File: src/common/sclv_defines.vh
// constants for the serial configuration loader
`ifndef SCLV_DEFINES_VH
`define SCLV_DEFINES_VH

// timing
`define SCLV_CLK_PERIOD_NS    100
`define SCLV_EE_PERIOD_NS     10000
`define SCLV_EE_QTR_CYC       ((`SCLV_EE_PERIOD_NS / 4) / `SCLV_CLK_PERIOD_NS)

// two-wire eeprom framing
`define SCLV_EE_CTRL_WR       8'ha0
`define SCLV_EE_CTRL_RD       8'ha1
`define SCLV_EE_START_ADDR    8'h00

// configuration image
`define SCLV_CFG_BYTES        54
`define SCLV_CFG_LAST         6'h35
`define SCLV_SIG_FIRST_ADDR   6'h00
`define SCLV_SIG_SECOND_ADDR  6'h01
`define SCLV_SIG_FIRST_VAL    8'h55
`define SCLV_SIG_SECOND_VAL   8'h99
`define SCLV_GEN_CTRL_ADDR    2
`define SCLV_TAG_MAP_ADDR     3
`define SCLV_PORT_CTRL_ADDR   6'h04
`define SCLV_VLAN_MASK_ADDR   6'h0d
`define SCLV_TAG_VAL_ADDR     6'h16
`define SCLV_DSCP_ADDR        40
`define SCLV_MAC_ADDR         48

// reset values
`define SCLV_TAG_MAP_RST      8'hf0
`define SCLV_VLAN_MASK_RST    8'hff

// general control fields
`define SCLV_GC_ENFORCE_BIT   0
`define SCLV_GC_RESERVE_BIT   1
`define SCLV_GC_SCHEME_LSB    2

// port control fields
`define SCLV_PC_QSPLIT_BIT    0
`define SCLV_PC_STRIP_BIT     1
`define SCLV_PC_INSERT_BIT    2
`define SCLV_PC_PORTPRI_BIT   3
`define SCLV_PC_TAGPRI_BIT    4
`define SCLV_PC_TOS_BIT       5

`endif

File: src/logic/sclv_loader.v
// configuration loader: eeprom reader, configuration store and switching controls
`include "sclv_defines.vh"
`default_nettype none

// Behaviour
// - per-port membership mask, port 0 at 13
// - multicast and broadcast always follow ingress mask
// - general bit 0 enforces mask on unicast
// - port bit 2 inserts tag when missing
// - port bit 1 strips existing tag
// - insertion value from per-port tag bytes
// - bytes 48-53 are control frame source
// - eeprom reached by clock and data pins
// - each eeprom byte stored at same address
// - accept only signature 55 then 99
// - start: data falls while clock high
// - stop: data rises while clock high
// - data otherwise changes only while clock low
// - general bits 3-2 select priority interleave
// - general bit 1 reserves high priority buffer
// - byte 3 bit k marks tag value k high
// - port bits 5 and 4 enable classifiers
// - port bit 3 high, bit 0 queue split
// - dscp code point looked up in 64-bit map
module sclv_loader #(
	parameter QTR_CYC = `SCLV_EE_QTR_CYC
) (
	// clock and reset
	input  wire        mclk,
	input  wire        rstn,
	// eeprom pins
	output wire        ee_scl,
	input  wire        ee_sda_in,
	output wire        ee_sda_out,
	output wire        ee_sda_oe,
	// load status
	output wire        load_done,
	output wire        cfg_valid,
	output wire        sig_err,
	output wire        ack_err,
	output wire        switch_en,
	// forwarding
	input  wire [2:0]  fwd_src_port,
	input  wire        fwd_unicast,
	input  wire [7:0]  fwd_lookup_mask,
	output wire [7:0]  fwd_port_mask,
	// tag handling
	input  wire [2:0]  tag_port,
	input  wire        tag_frame_tagged,
	output wire        tag_insert,
	output wire        tag_strip,
	output wire [15:0] tag_value,
	// priority
	input  wire [2:0]  prio_port,
	input  wire        prio_tagged,
	input  wire [2:0]  prio_tag_pri,
	input  wire        prio_ipv4,
	input  wire [5:0]  prio_dscp,
	output wire        prio_high,
	// global settings
	output wire [1:0]  prio_interleave,
	output wire        prio_buf_reserve,
	output wire [7:0]  queue_split,
	output wire [47:0] station_mac
);

	localparam ST_IDLE  = 3'b000;
	localparam ST_START = 3'b001;
	localparam ST_SEND  = 3'b010;
	localparam ST_RECV  = 3'b011;
	localparam ST_STOP  = 3'b100;
	localparam ST_DONE  = 3'b101;

	localparam integer QTR_LOAD_I = QTR_CYC - 1;
	localparam [7:0]   QTR_LOAD   = QTR_LOAD_I[7:0];

	// default image value of each configuration byte
	function [7:0] def_byte;
		input integer a;
		begin
			if (a == `SCLV_SIG_FIRST_ADDR)
				def_byte = `SCLV_SIG_FIRST_VAL;
			else if (a == `SCLV_SIG_SECOND_ADDR)
				def_byte = `SCLV_SIG_SECOND_VAL;
			else if (a == `SCLV_TAG_MAP_ADDR)
				def_byte = `SCLV_TAG_MAP_RST;
			else if (a >= `SCLV_VLAN_MASK_ADDR && a < `SCLV_VLAN_MASK_ADDR + 8)
				def_byte = `SCLV_VLAN_MASK_RST;
			else
				def_byte = 8'h00;
		end
	endfunction

	reg  [2:0]  state_ff;
	reg  [1:0]  phase_ff;
	reg  [3:0]  bit_ff;
	reg  [1:0]  step_ff;
	reg  [7:0]  shift_ff;
	reg  [5:0]  addr_ff;
	reg  [7:0]  qtr_ff;
	reg         scl_ff;
	reg         drv_low_ff;
	reg         done_ff;
	reg         cfg_ok_ff;
	reg         sig_err_ff;
	reg         ack_err_ff;
	reg  [7:0]  mem [0:`SCLV_CFG_BYTES-1];
	wire        sda_s;
	wire        tick;
	wire        sig_bad;
	wire        last_byte;
	wire [7:0]  eff [0:`SCLV_CFG_BYTES-1];
	integer     i;

	sclv_sync u_sda_sync (
		.mclk     (mclk),
		.rstn     (rstn),
		.async_in (ee_sda_in),
		.sync_out (sda_s)
	);

	assign tick = (qtr_ff == 8'h00);

	assign sig_bad = ((addr_ff == `SCLV_SIG_FIRST_ADDR) && (shift_ff != `SCLV_SIG_FIRST_VAL)) ||
		((addr_ff == `SCLV_SIG_SECOND_ADDR) && (shift_ff != `SCLV_SIG_SECOND_VAL));
	assign last_byte = (addr_ff == `SCLV_CFG_LAST) || sig_bad;

	// quarter-bit timebase for the eeprom clock
	always @(posedge mclk or negedge rstn) begin
		if (!rstn) begin
			qtr_ff <= 8'h00;
		end else if (tick) begin
			qtr_ff <= QTR_LOAD;
		end else begin
			qtr_ff <= qtr_ff - 8'h01;
		end
	end

	// eeprom read sequencer, one action per quarter bit
	always @(posedge mclk or negedge rstn) begin
		if (!rstn) begin
			state_ff   <= ST_IDLE;
			phase_ff   <= 2'b00;
			bit_ff     <= 4'h0;
			step_ff    <= 2'b00;
			shift_ff   <= 8'h00;
			addr_ff    <= 6'h00;
			scl_ff     <= 1'b1;
			drv_low_ff <= 1'b0;
			done_ff    <= 1'b0;
			cfg_ok_ff  <= 1'b0;
			sig_err_ff <= 1'b0;
			ack_err_ff <= 1'b0;
			for (i = 0; i < `SCLV_CFG_BYTES; i = i + 1)
				mem[i] <= 8'h00;
		end else if (tick) begin
			phase_ff <= phase_ff + 2'b01;
			case (state_ff)
				ST_IDLE: begin
					state_ff <= ST_START;
					phase_ff <= 2'b00;
					step_ff  <= 2'b00;
					shift_ff <= `SCLV_EE_CTRL_WR;
				end
				ST_START: begin
					case (phase_ff)
						2'b00: drv_low_ff <= 1'b0;
						2'b01: scl_ff <= 1'b1;
						2'b10: drv_low_ff <= 1'b1;
						default: begin
							scl_ff   <= 1'b0;
							state_ff <= ST_SEND;
							bit_ff   <= 4'h0;
						end
					endcase
				end
				ST_SEND: begin
					case (phase_ff)
						2'b00: drv_low_ff <= (bit_ff < 4'h8) ? ~shift_ff[7] : 1'b0;
						2'b01: scl_ff <= 1'b1;
						2'b10: scl_ff <= 1'b1;
						default: begin
							scl_ff <= 1'b0;
							if (bit_ff < 4'h8) begin
								shift_ff <= {shift_ff[6:0], 1'b0};
								bit_ff   <= bit_ff + 4'h1;
							end else if (sda_s) begin
								ack_err_ff <= 1'b1;
								state_ff   <= ST_STOP;
							end else begin
								bit_ff <= 4'h0;
								case (step_ff)
									2'b00: begin
										shift_ff <= `SCLV_EE_START_ADDR;
										step_ff  <= 2'b01;
									end
									2'b01: begin
										shift_ff <= `SCLV_EE_CTRL_RD;
										step_ff  <= 2'b10;
										state_ff <= ST_START;
									end
									default: begin
										state_ff <= ST_RECV;
										addr_ff  <= 6'h00;
									end
								endcase
							end
						end
					endcase
				end
				ST_RECV: begin
					case (phase_ff)
						2'b00: drv_low_ff <= (bit_ff == 4'h8) ? ~last_byte : 1'b0;
						2'b01: scl_ff <= 1'b1;
						2'b10: begin
							if (bit_ff < 4'h8)
								shift_ff <= {shift_ff[6:0], sda_s};
						end
						default: begin
							scl_ff <= 1'b0;
							if (bit_ff < 4'h8) begin
								bit_ff <= bit_ff + 4'h1;
								if (bit_ff == 4'h7)
									mem[addr_ff] <= shift_ff;
							end else if (last_byte) begin
								sig_err_ff <= sig_bad;
								cfg_ok_ff  <= ~sig_bad;
								state_ff   <= ST_STOP;
							end else begin
								addr_ff <= addr_ff + 6'h01;
								bit_ff  <= 4'h0;
							end
						end
					endcase
				end
				ST_STOP: begin
					case (phase_ff)
						2'b00: drv_low_ff <= 1'b1;
						2'b01: scl_ff <= 1'b1;
						2'b10: drv_low_ff <= 1'b0;
						default: begin
							state_ff <= ST_DONE;
							done_ff  <= 1'b1;
						end
					endcase
				end
				ST_DONE: begin
					state_ff <= ST_DONE;
				end
				default: begin
					state_ff <= ST_IDLE;
				end
			endcase
		end
	end

	// open-drain data: only ever pulls low
	assign ee_scl     = scl_ff;
	assign ee_sda_out = 1'b0;
	assign ee_sda_oe  = drv_low_ff;

	assign load_done = done_ff;
	assign cfg_valid = cfg_ok_ff;
	assign sig_err   = sig_err_ff;
	assign ack_err   = ack_err_ff;
	assign switch_en = done_ff;

	// effective configuration: defaults unless a good image was loaded
	genvar g;
	generate
		for (g = 0; g < `SCLV_CFG_BYTES; g = g + 1) begin : g_eff
			assign eff[g] = cfg_ok_ff ? mem[g] : def_byte(g);
		end
	endgenerate

	wire [7:0]  gen_ctrl;
	wire [7:0]  tag_map;
	wire [63:0] dscp_map;
	wire [5:0]  mask_idx;
	wire [5:0]  fwd_ctrl_idx;
	wire [5:0]  tag_ctrl_idx;
	wire [5:0]  tag_val_idx;
	wire [5:0]  prio_ctrl_idx;
	wire [7:0]  src_mask;
	wire [7:0]  tag_ctrl;
	wire        prio_is_high;

	assign gen_ctrl      = eff[`SCLV_GEN_CTRL_ADDR];
	assign tag_map       = eff[`SCLV_TAG_MAP_ADDR];
	assign mask_idx      = `SCLV_VLAN_MASK_ADDR + {3'b000, fwd_src_port};
	assign fwd_ctrl_idx  = `SCLV_PORT_CTRL_ADDR + {3'b000, fwd_src_port};
	assign tag_ctrl_idx  = `SCLV_PORT_CTRL_ADDR + {3'b000, tag_port};
	assign tag_val_idx   = `SCLV_TAG_VAL_ADDR + {2'b00, tag_port, 1'b0};
	assign prio_ctrl_idx = `SCLV_PORT_CTRL_ADDR + {3'b000, prio_port};
	assign src_mask      = eff[mask_idx];
	assign tag_ctrl      = eff[tag_ctrl_idx];

	generate
		for (g = 0; g < 8; g = g + 1) begin : g_port
			assign dscp_map[g*8 +: 8] = eff[`SCLV_DSCP_ADDR + g];
			assign queue_split[g] = eff[`SCLV_PORT_CTRL_ADDR + g][`SCLV_PC_QSPLIT_BIT];
		end
	endgenerate

	sclv_prio u_prio (
		.port_ctrl    (eff[prio_ctrl_idx]),
		.tag_map      (tag_map),
		.dscp_map     (dscp_map),
		.frame_tagged (prio_tagged),
		.tag_pri      (prio_tag_pri),
		.frame_ipv4   (prio_ipv4),
		.dscp         (prio_dscp),
		.is_high      (prio_is_high)
	);

	reg  [7:0]  fwd_mask_ff;
	reg         tag_insert_ff;
	reg         tag_strip_ff;
	reg  [15:0] tag_value_ff;
	reg         prio_high_ff;

	// per-frame decisions, registered; nothing passes while switching is off
	always @(posedge mclk or negedge rstn) begin
		if (!rstn) begin
			fwd_mask_ff   <= 8'h00;
			tag_insert_ff <= 1'b0;
			tag_strip_ff  <= 1'b0;
			tag_value_ff  <= 16'h0000;
			prio_high_ff  <= 1'b0;
		end else if (!done_ff) begin
			fwd_mask_ff   <= 8'h00;
			tag_insert_ff <= 1'b0;
			tag_strip_ff  <= 1'b0;
			tag_value_ff  <= 16'h0000;
			prio_high_ff  <= 1'b0;
		end else begin
			if (!fwd_unicast)
				fwd_mask_ff <= fwd_lookup_mask & src_mask;
			else if (gen_ctrl[`SCLV_GC_ENFORCE_BIT])
				fwd_mask_ff <= fwd_lookup_mask & src_mask;
			else
				fwd_mask_ff <= fwd_lookup_mask;
			tag_insert_ff <= tag_ctrl[`SCLV_PC_INSERT_BIT] & ~tag_frame_tagged;
			tag_strip_ff  <= tag_ctrl[`SCLV_PC_STRIP_BIT] & tag_frame_tagged;
			if (tag_ctrl[`SCLV_PC_INSERT_BIT] & ~tag_frame_tagged)
				tag_value_ff <= {eff[tag_val_idx], eff[tag_val_idx + 6'h01]};
			else
				tag_value_ff <= 16'h0000;
			prio_high_ff <= prio_is_high;
		end
	end

	assign fwd_port_mask    = fwd_mask_ff;
	assign tag_insert       = tag_insert_ff;
	assign tag_strip        = tag_strip_ff;
	assign tag_value        = tag_value_ff;
	assign prio_high        = prio_high_ff;
	assign prio_interleave  = gen_ctrl[`SCLV_GC_SCHEME_LSB +: 2];
	assign prio_buf_reserve = gen_ctrl[`SCLV_GC_RESERVE_BIT];
	assign station_mac      = {eff[`SCLV_MAC_ADDR], eff[`SCLV_MAC_ADDR + 1],
		eff[`SCLV_MAC_ADDR + 2], eff[`SCLV_MAC_ADDR + 3],
		eff[`SCLV_MAC_ADDR + 4], eff[`SCLV_MAC_ADDR + 5]};

endmodule // sclv_loader

`default_nettype wire

File: src/logic/sclv_sync.v
// two flip-flop synchroniser for a single asynchronous level
`default_nettype none

module sclv_sync (
	// clock and reset
	input  wire mclk,
	input  wire rstn,
	// level
	input  wire async_in,
	output wire sync_out
);

	reg meta_ff;
	reg sync_ff;

	always @(posedge mclk or negedge rstn) begin
		if (!rstn) begin
			meta_ff <= 1'b1;
			sync_ff <= 1'b1;
		end else begin
			meta_ff <= async_in;
			sync_ff <= meta_ff;
		end
	end

	assign sync_out = sync_ff;

endmodule // sclv_sync

`default_nettype wire

File: src/logic/sclv_prio.v
// priority classification of one frame from its ingress port settings
`include "sclv_defines.vh"
`default_nettype none

module sclv_prio (
	// settings of the ingress port and global maps
	input  wire [7:0]  port_ctrl,
	input  wire [7:0]  tag_map,
	input  wire [63:0] dscp_map,
	// frame attributes
	input  wire        frame_tagged,
	input  wire [2:0]  tag_pri,
	input  wire        frame_ipv4,
	input  wire [5:0]  dscp,
	// result
	output wire        is_high
);

	wire by_port;
	wire by_tag;
	wire by_tos;

	assign by_port = port_ctrl[`SCLV_PC_PORTPRI_BIT];
	assign by_tag  = port_ctrl[`SCLV_PC_TAGPRI_BIT] & frame_tagged & tag_map[tag_pri];
	assign by_tos  = port_ctrl[`SCLV_PC_TOS_BIT] & frame_ipv4 & dscp_map[dscp];
	assign is_high = by_port | by_tag | by_tos;

endmodule // sclv_prio

`default_nettype wire

File: config.mk
export PLATFORM = sky130hd
export DESIGN_NAME = sclv_loader
export DESIGN_NICKNAME = d
export VERILOG_FILES = /design/src/logic/sclv_loader.v /design/src/logic/sclv_sync.v /design/src/logic/sclv_prio.v
export VERILOG_INCLUDE_DIRS = /design/src /design/src/common
export SDC_FILE = /design/constraint.sdc
export NUM_CORES = 1
export LEC_CHECK = 0
export ABC_AREA = 1
export BUFFER_PORTS_ARGS = -buffer_cell sky130_fd_sc_hd__buf_2
export CAP_MARGIN = 40
export CORE_ASPECT_RATIO = 1.25
export CORE_MARGIN = 4
export CORE_UTILIZATION = 43
export CTS_CLUSTER_SIZE = 24
export DETAILED_ROUTE_END_ITERATION = 8
export PLACE_DENSITY = 0.59
export SLEW_MARGIN = 20
export SYNTH_ARGS = -nofsm -noshare
export SYNTH_HDL_FRONTEND = slang
export SYNTH_HIERARCHICAL = 1
export SYNTH_SLANG_ARGS = --single-unit
export TNS_END_PERCENT = 1
File: constraint.sdc
create_clock -name mclk -period 2.4 [get_ports mclk]
set_clock_uncertainty 0.1 [all_clocks]
set_input_delay 0.36 -clock mclk [delete_from_list [all_inputs] [get_ports mclk]]
set_output_delay 0.36 -clock mclk [all_outputs]
set_load 0.03 [all_outputs]
==> reports/results.ini, run 1 <==
[timing]
hold_ws_ns=0.0409
finalSetupViolCount=0
maxSlewHeadroom_pct=43.3
period_minus_slack_ns=2.39
max_slew.worst_pin.slew_ns=0.851
final.period_utilization_pct=99.6
rsz0062_at_grt=true
finalHoldViolations=0
max_freq_mhz=418
slew_violations=0

[global_route]
grtUsageTotal_pct=29.9
grt_pass1_vias=27400
antenna_found_initial=0
grt_pass1_wl_um=170000
grt-ovfl-total=0
grt_max_degree=73

[floorplan]
die_y_um=302
initial_utilization_pct=43.5
dieArea_um2=73400
row_count=107
die_w_um=243
pin_count=127
fp.coreArea_um2=68300

[detailed_routing]
wl_per_cell_um=22.1
drt_iter0_drc=3255
drc_errors=0
wl_met3_um=9190
viasPerCell=5.74
met2WireLength_um=50900
dr.pass1.iters=8
antenna_left=0
wirelength_um=112000
top_layer=met4
via_count=29200
met1_length_um=45300

[power]
switchingPower_mw=5.30
leakagePower_nw=17.0
power_density_nw_per_um2=582
swShare_pct=26.8
combPwrFrac_pct=11.8
p_int_mw=14.5
pwr-share-seq_pct=42.7
pwr-share-clk_pct=45.5
peakVddDrop_v=0.000490

[synthesis]
synth_fp_nets=4202
syn_inst=4154
avgSynthCellArea_um2=7.16
syn_area_um2=29700
yosys_warnings=6

[worst_setup_path]
setup.worst_path.class=reg -> reg
cp-start-kind=flop
critPathRequiredTime_ns=2.81
crit_path_max_fanout=11
crit_arrival_ns=2.80
end_kind=flop

[clocking]
path_clk_slew_ns=0.07
cts.sinks=500
cts_tree=done
cts_max_level=2
clockBufferDepth=3
clock_tree.root_cell=clkbuf_16
clk_latency_ns=0.61
numCtsBuffers=54

[cells_and_area]
area_growth_pct=14.3
fillers=6943
drive_gt1_share_pct=13.3
utilization_pct=49.8
diodes=0
finalNetCount=4221

[worst_hold_path]
min-delay-path-class=in -> reg

[place]
place.port_buffers=125
place_congestion=0.965
place_hpwl_um=76000

[outcome]
status=complete, no violations

[flow_run]
cap_violations=0

[final timing paths]
kind	from	endpoint	slack, ns	depth (start not counted)
setup / recovery	cfg_valid	tag_value[7]	0.009	10
hold / removal	prio_ipv4	prio_high	0.04	7
hold reg to reg	u_sda_sync/meta_ff	u_sda_sync/sync_out	0.25	0
min in group asynchronous	rstn	mem[429]	0.18	2
setup reg to reg	cfg_valid	tag_value[7]	0.009	10
max in group asynchronous	rstn	u_sda_sync/sync_out	1.16	3
[timing repair]
item | CTS | global route
endpoints found under the hold margin | 157 | 0
pin swaps | 0 | 3
endpoints found under the setup margin | 60 | 172
gates resized for setup | 60 | 29
gates cloned | 5 | 0
hold buffers | 10 | 0
buffers inserted | 9 | 0
[layer usage]
layer  vias to the layer above  GRT usage [%]
met5                         -              0
met4                         0           15.9
met3                       334           4.40
met2                      1409           48.1
met1                     13800           39.2
li1                      13600              -
[area by class of cell]
| cell class | instances | area [um^2] | area share (%) |
|---|---|---|---|
| Clock inverter | 23 | 289 | 0.851 |
| Clock buffer | 78 | 1600 | 4.72 |
| Timing Repair Buffer | 350 | 3220 | 9.48 |
| Inverter | 297 | 1130 | 3.34 |
| Tap cell | 872 | 1090 | 3.21 |
| Sequential cell | 500 | 12500 | 36.8 |
| Multi-Input combinational cell | 2970 | 14100 | 41.6 |
[cell usage in the layout (no fill, tap or decap), types with 8 or more instances in the layout]
cell	count
a21oi_1	101
a22oi_1	15
a31oi_1	9
buf_12	48
buf_2	113
buf_4	155
buf_6	12
clkbuf_1	9
clkbuf_16	55
clkbuf_8	14
clkinv_2	10
dfrtp_1	496
dlygate4sd3_1	10
ha_1	13
inv_1	272
inv_2	17
nand2_1	1156
nand2_2	21
nand2_4	57
nand3_1	676
nand3b_1	14
nand4_1	8
nor2_1	193
nor3_1	26
o211ai_1	61
o21ai_0	555
o22ai_1	18
[critical path, cell delays in order (launching register included)]
cell and delay, ns:
dfrtp_4 0.55, buf_12 0.19, buf_4 0.15, bufbuf_16 0.28, nand3_1 0.08, o211ai_1 0.12, o211ai_1 0.13, buf_4 0.16
nand3_1 0.20, a21oi_4 0.25, nor2_1 0.06
[flip-flops by register name, indices dropped and copies added, names as in the netlist]
name and count:
tag_value 16, load_done 1, tag_strip 1, step_ff 2, qtr_ff 8, state_ff 3, shift_ff 8, sig_err 1
cfg_valid 1, bit_ff 4, ack_err 1, u_sda_sync/sync_out 1, tag_insert 1, fwd_port_mask 8, ee_sda_oe 1, prio_high 1
ee_scl 1, u_sda_sync/meta_ff 1, addr_ff 6, mem 432, phase_ff 2
[per-stage QoR]
step | setup slack (ns) | cell area, um^2 | std cells | setup TNS (ns) | power (mW)
final | 0.00938 | 34000 | 5090 | 0 | 19.8
after global routing | -0.0852 | 34000 | 5090 | -4.04 | 20.4
after CTS | -0.0438 | 33900 | 5090 | -0.0706 | 19.8
after detailed placement | -0.317 | 31500 | 4965 | -2.46 | 10.8
after global placement | -0.263 | 31500 | 4965 | -2.12 | 10.8
after floorplan | -0.00733 | 29900 | 4154 | -0.0240 | 9.75
[power groups by stage]
stage / combinational [mW] / sequential, mW / clock [mW]
floorplan: 1.16 / 8.59 / 0
global placement: 2.23 / 8.59 / 0
detailed placement: 2.23 / 8.59 / 0
CTS: 2.26 / 8.43 / 9.14
global route: 2.49 / 8.43 / 9.46
finish: 2.34 / 8.43 / 9.00
No activity file was read; power rests on OpenSTA's default activity.
==> run 2, diff against run 1 <==
==> constraint.sdc (replaced) <==
create_clock -name mclk -period 2.4 [get_ports mclk]
set_clock_uncertainty 0.1 [all_clocks]
set_input_delay 0.48 -clock mclk [delete_from_list [all_inputs] [get_ports mclk]]
set_output_delay 0.48 -clock mclk [all_outputs]
set_load 0.03 [all_outputs]
==> run 2 against run 1 <==
Compared with the run above: the flow now finishes with violations (setup timing); largest cell class unchanged; hold slack got worse by 0.016 ns; combinational power about the same; clock-buffer cell count decreased by 3; sequential power about the same.
==> reports/results.ini, run 2 (synthesis gave the netlist of run 1 again) <==
[global_route]
grt-ovfl-total=0  ; unchanged
grt_max_degree=115  ; +58%
grt_pass1_vias=27600  ; +0.75%
antenna_found_initial=0  ; unchanged
grtUsageTotal_pct=30.7  ; +0.86 points
grt_pass1_wl_um=175000  ; +2.8%

[clocking]
numCtsBuffers=55  ; +1.9%
cts.sinks=500  ; unchanged
path_clk_slew_ns=0.07  ; about the same
cts_tree=done
clockBufferDepth=3  ; unchanged
clk_latency_ns=0.64  ; +0.03 ns
clock_tree.root_cell=clkbuf_16
cts_max_level=2  ; unchanged

[cells_and_area]
utilization_pct=51.5  ; +1.7 points
top_register=mem
area_growth_pct=18.2
multi_input_area_um2=14500  ; +2.8%
final_common_cell=nand2_1
largest_reg_flops=432  ; unchanged
final_cell_mix=nand2_1 (1,120), nand3_1 (677), o21ai_0 (551)
finalNetCount=4268  ; +1.1%
seqCellArea_um2=12500  ; unchanged
drive_gt1_share_pct=15.8  ; +2.6 points
fillers=6781  ; -2.3%
final_cell_area_um2=35100  ; +3.4%

[detailed_routing]
drt_iter0_drc=3344  ; +2.7%
viasPerCell=5.69  ; -0.82%
antenna_left=0  ; unchanged
wl_per_cell_um=22.5  ; +1.8%
dr.pass1.iters=6  ; -2
wirelength_um=116000  ; +2.8%
via_count=29200  ; +0.14%
drc_errors=0  ; unchanged

[outcome]
status=finished with violations
failed_checks=setup timing

[place]
place_hpwl_um=80300  ; +5.6%
place_congestion=0.964  ; about the same
place_area_um2=31900  ; +1.5%
place.port_buffers=125  ; unchanged

[timing]
rsz0062_at_grt=true
final.period_utilization_pct=105  ; +5.9 points
finalSetupViolCount=58  ; +58
finalSetupTns_ns=-4.86  ; -4.86 ns
slew_violations=0  ; unchanged
maxSlewHeadroom_pct=40.5  ; -2.7 points
max_slew.worst_pin.slew_ns=0.892  ; +0.0412 ns
hold_ws_ns=0.0245  ; -0.0165 ns
max_freq_mhz=395  ; -5.6%
worst_slack_ns=-0.132  ; -0.141 ns
finalHoldViolations=0  ; unchanged
period_minus_slack_ns=2.53  ; +0.141 ns

[power]
power_density_nw_per_um2=573  ; -1.5%
leakagePower_nw=17.6  ; +3.6%
fin_total_pwr_mw=20.1  ; +1.8%
peakVddDrop_v=0.000592  ; +21%

[floorplan]
die_w_um=243  ; unchanged
initial_utilization_pct=43.5  ; unchanged
row_count=107  ; unchanged
fp.coreArea_um2=68300  ; unchanged
dieArea_um2=73400  ; unchanged
pin_count=127  ; unchanged
die_y_um=302  ; unchanged

[worst_setup_path]
end_kind=output port
critPathRequiredTime_ns=1.82  ; -0.99 ns
crit_arrival_ns=1.95  ; -0.85 ns
crit_path_max_fanout=8  ; -3
setup.worst_path.class=reg -> out
cp-start-kind=flop

[worst_hold_path]
min-delay-path-class=in -> reg

[flow_run]
cap_violations=0  ; unchanged

-- run 2: changes by cell type in the layout (fill, tap and decap cells not counted), moves of 7 or more --
cell           change
buf_12            +13
buf_2             -49
buf_4             +67
buf_6             +26
dlygate4sd3_1      -8
inv_1             -15
inv_2              +7
inv_4              +8
nand2_1           -36
nand2_4           +22
nand2_8           +12
nor2_1            -12
nor2_2             +7
-- run 2: per-stage QoR --
| step | setup WS [ns] | cells |
|---|---|---|
| 2_1_floorplan | -0.0565 | 4154 |
| 3_3_place_gp | -0.414 | 5020 |
| 3_5_place_dp | -0.443 | 5020 |
| 4_1_cts | -0.135 | 5136 |
| 5_1_grt | -0.171 | 5138 |
| 6_report | -0.132 | 5139 |
-- run 2: cell type report --
class	instances	share of cell area, %
multi-input cells	2970	41.3
repair buffers	396	11.0
inverters	297	3.30
clock buffers	75	4.48
clock inverters	28	1.16
flip-flops and latches	500	35.6
well taps	872	3.10
diodes	1	0.00712
-- run 2: worst max-delay path: stages (launching register included) --
cell and delay (ns):
dfrtp_4 0.48, buf_12 0.16, buf_12 0.17, buf_6 0.15
nand2_4 0.11, inv_1 0.05, buf_2 0.17
-- run 2: power breakdown --
group | switching (mW) | internal (mW)
clock network | 3.87 | 5.49
logic | 1.56 | 0.772
registers | 0.00112 | 8.43
-- run 2: routing by layer --
metal | vias to the layer above | wire length (um) | part of all wire, % | GRT usage [%]
met4 | 0 | 6310 | 5.5 | 14.7
met5 | - | 0 | 0 | 0
met3 | 301 | 9020 | 7.8 | 4.30
li1 | 13700 | - | - | -
met2 | 1396 | 52700 | 46 | 49.2
met1 | 13800 | 47500 | 41 | 41.4
-- run 2: repair_timing --
| action | CTS | global route |
|---|---|---|
| hold endpoints to repair | 30 | 0 |
| cloned | 3 | 2 |
| hold buffers | 2 | 0 |
| setup endpoints to repair | 62 | 389 |
| resized for setup | 241 | 61 |
| buffers inserted | 8 | 0 |
| pin swaps | 4 | 6 |
-- run 2: final timing paths --
path | startpoint | endpoint | slack, ns | cells past startpoint
min reg2reg | u_sda_sync/meta_ff | u_sda_sync/sync_out | 0.26 | 0
max reg2reg | cfg_valid | prio_high | -0.05 | 18
max | cfg_valid | station_mac[11] | -0.13 | 6
max in group asynchronous | rstn | mem[295] | 1.04 | 3
min in group asynchronous | rstn | mem[381] | 0.28 | 2
min | fwd_lookup_mask[0] | fwd_port_mask[0] | 0.02 | 5
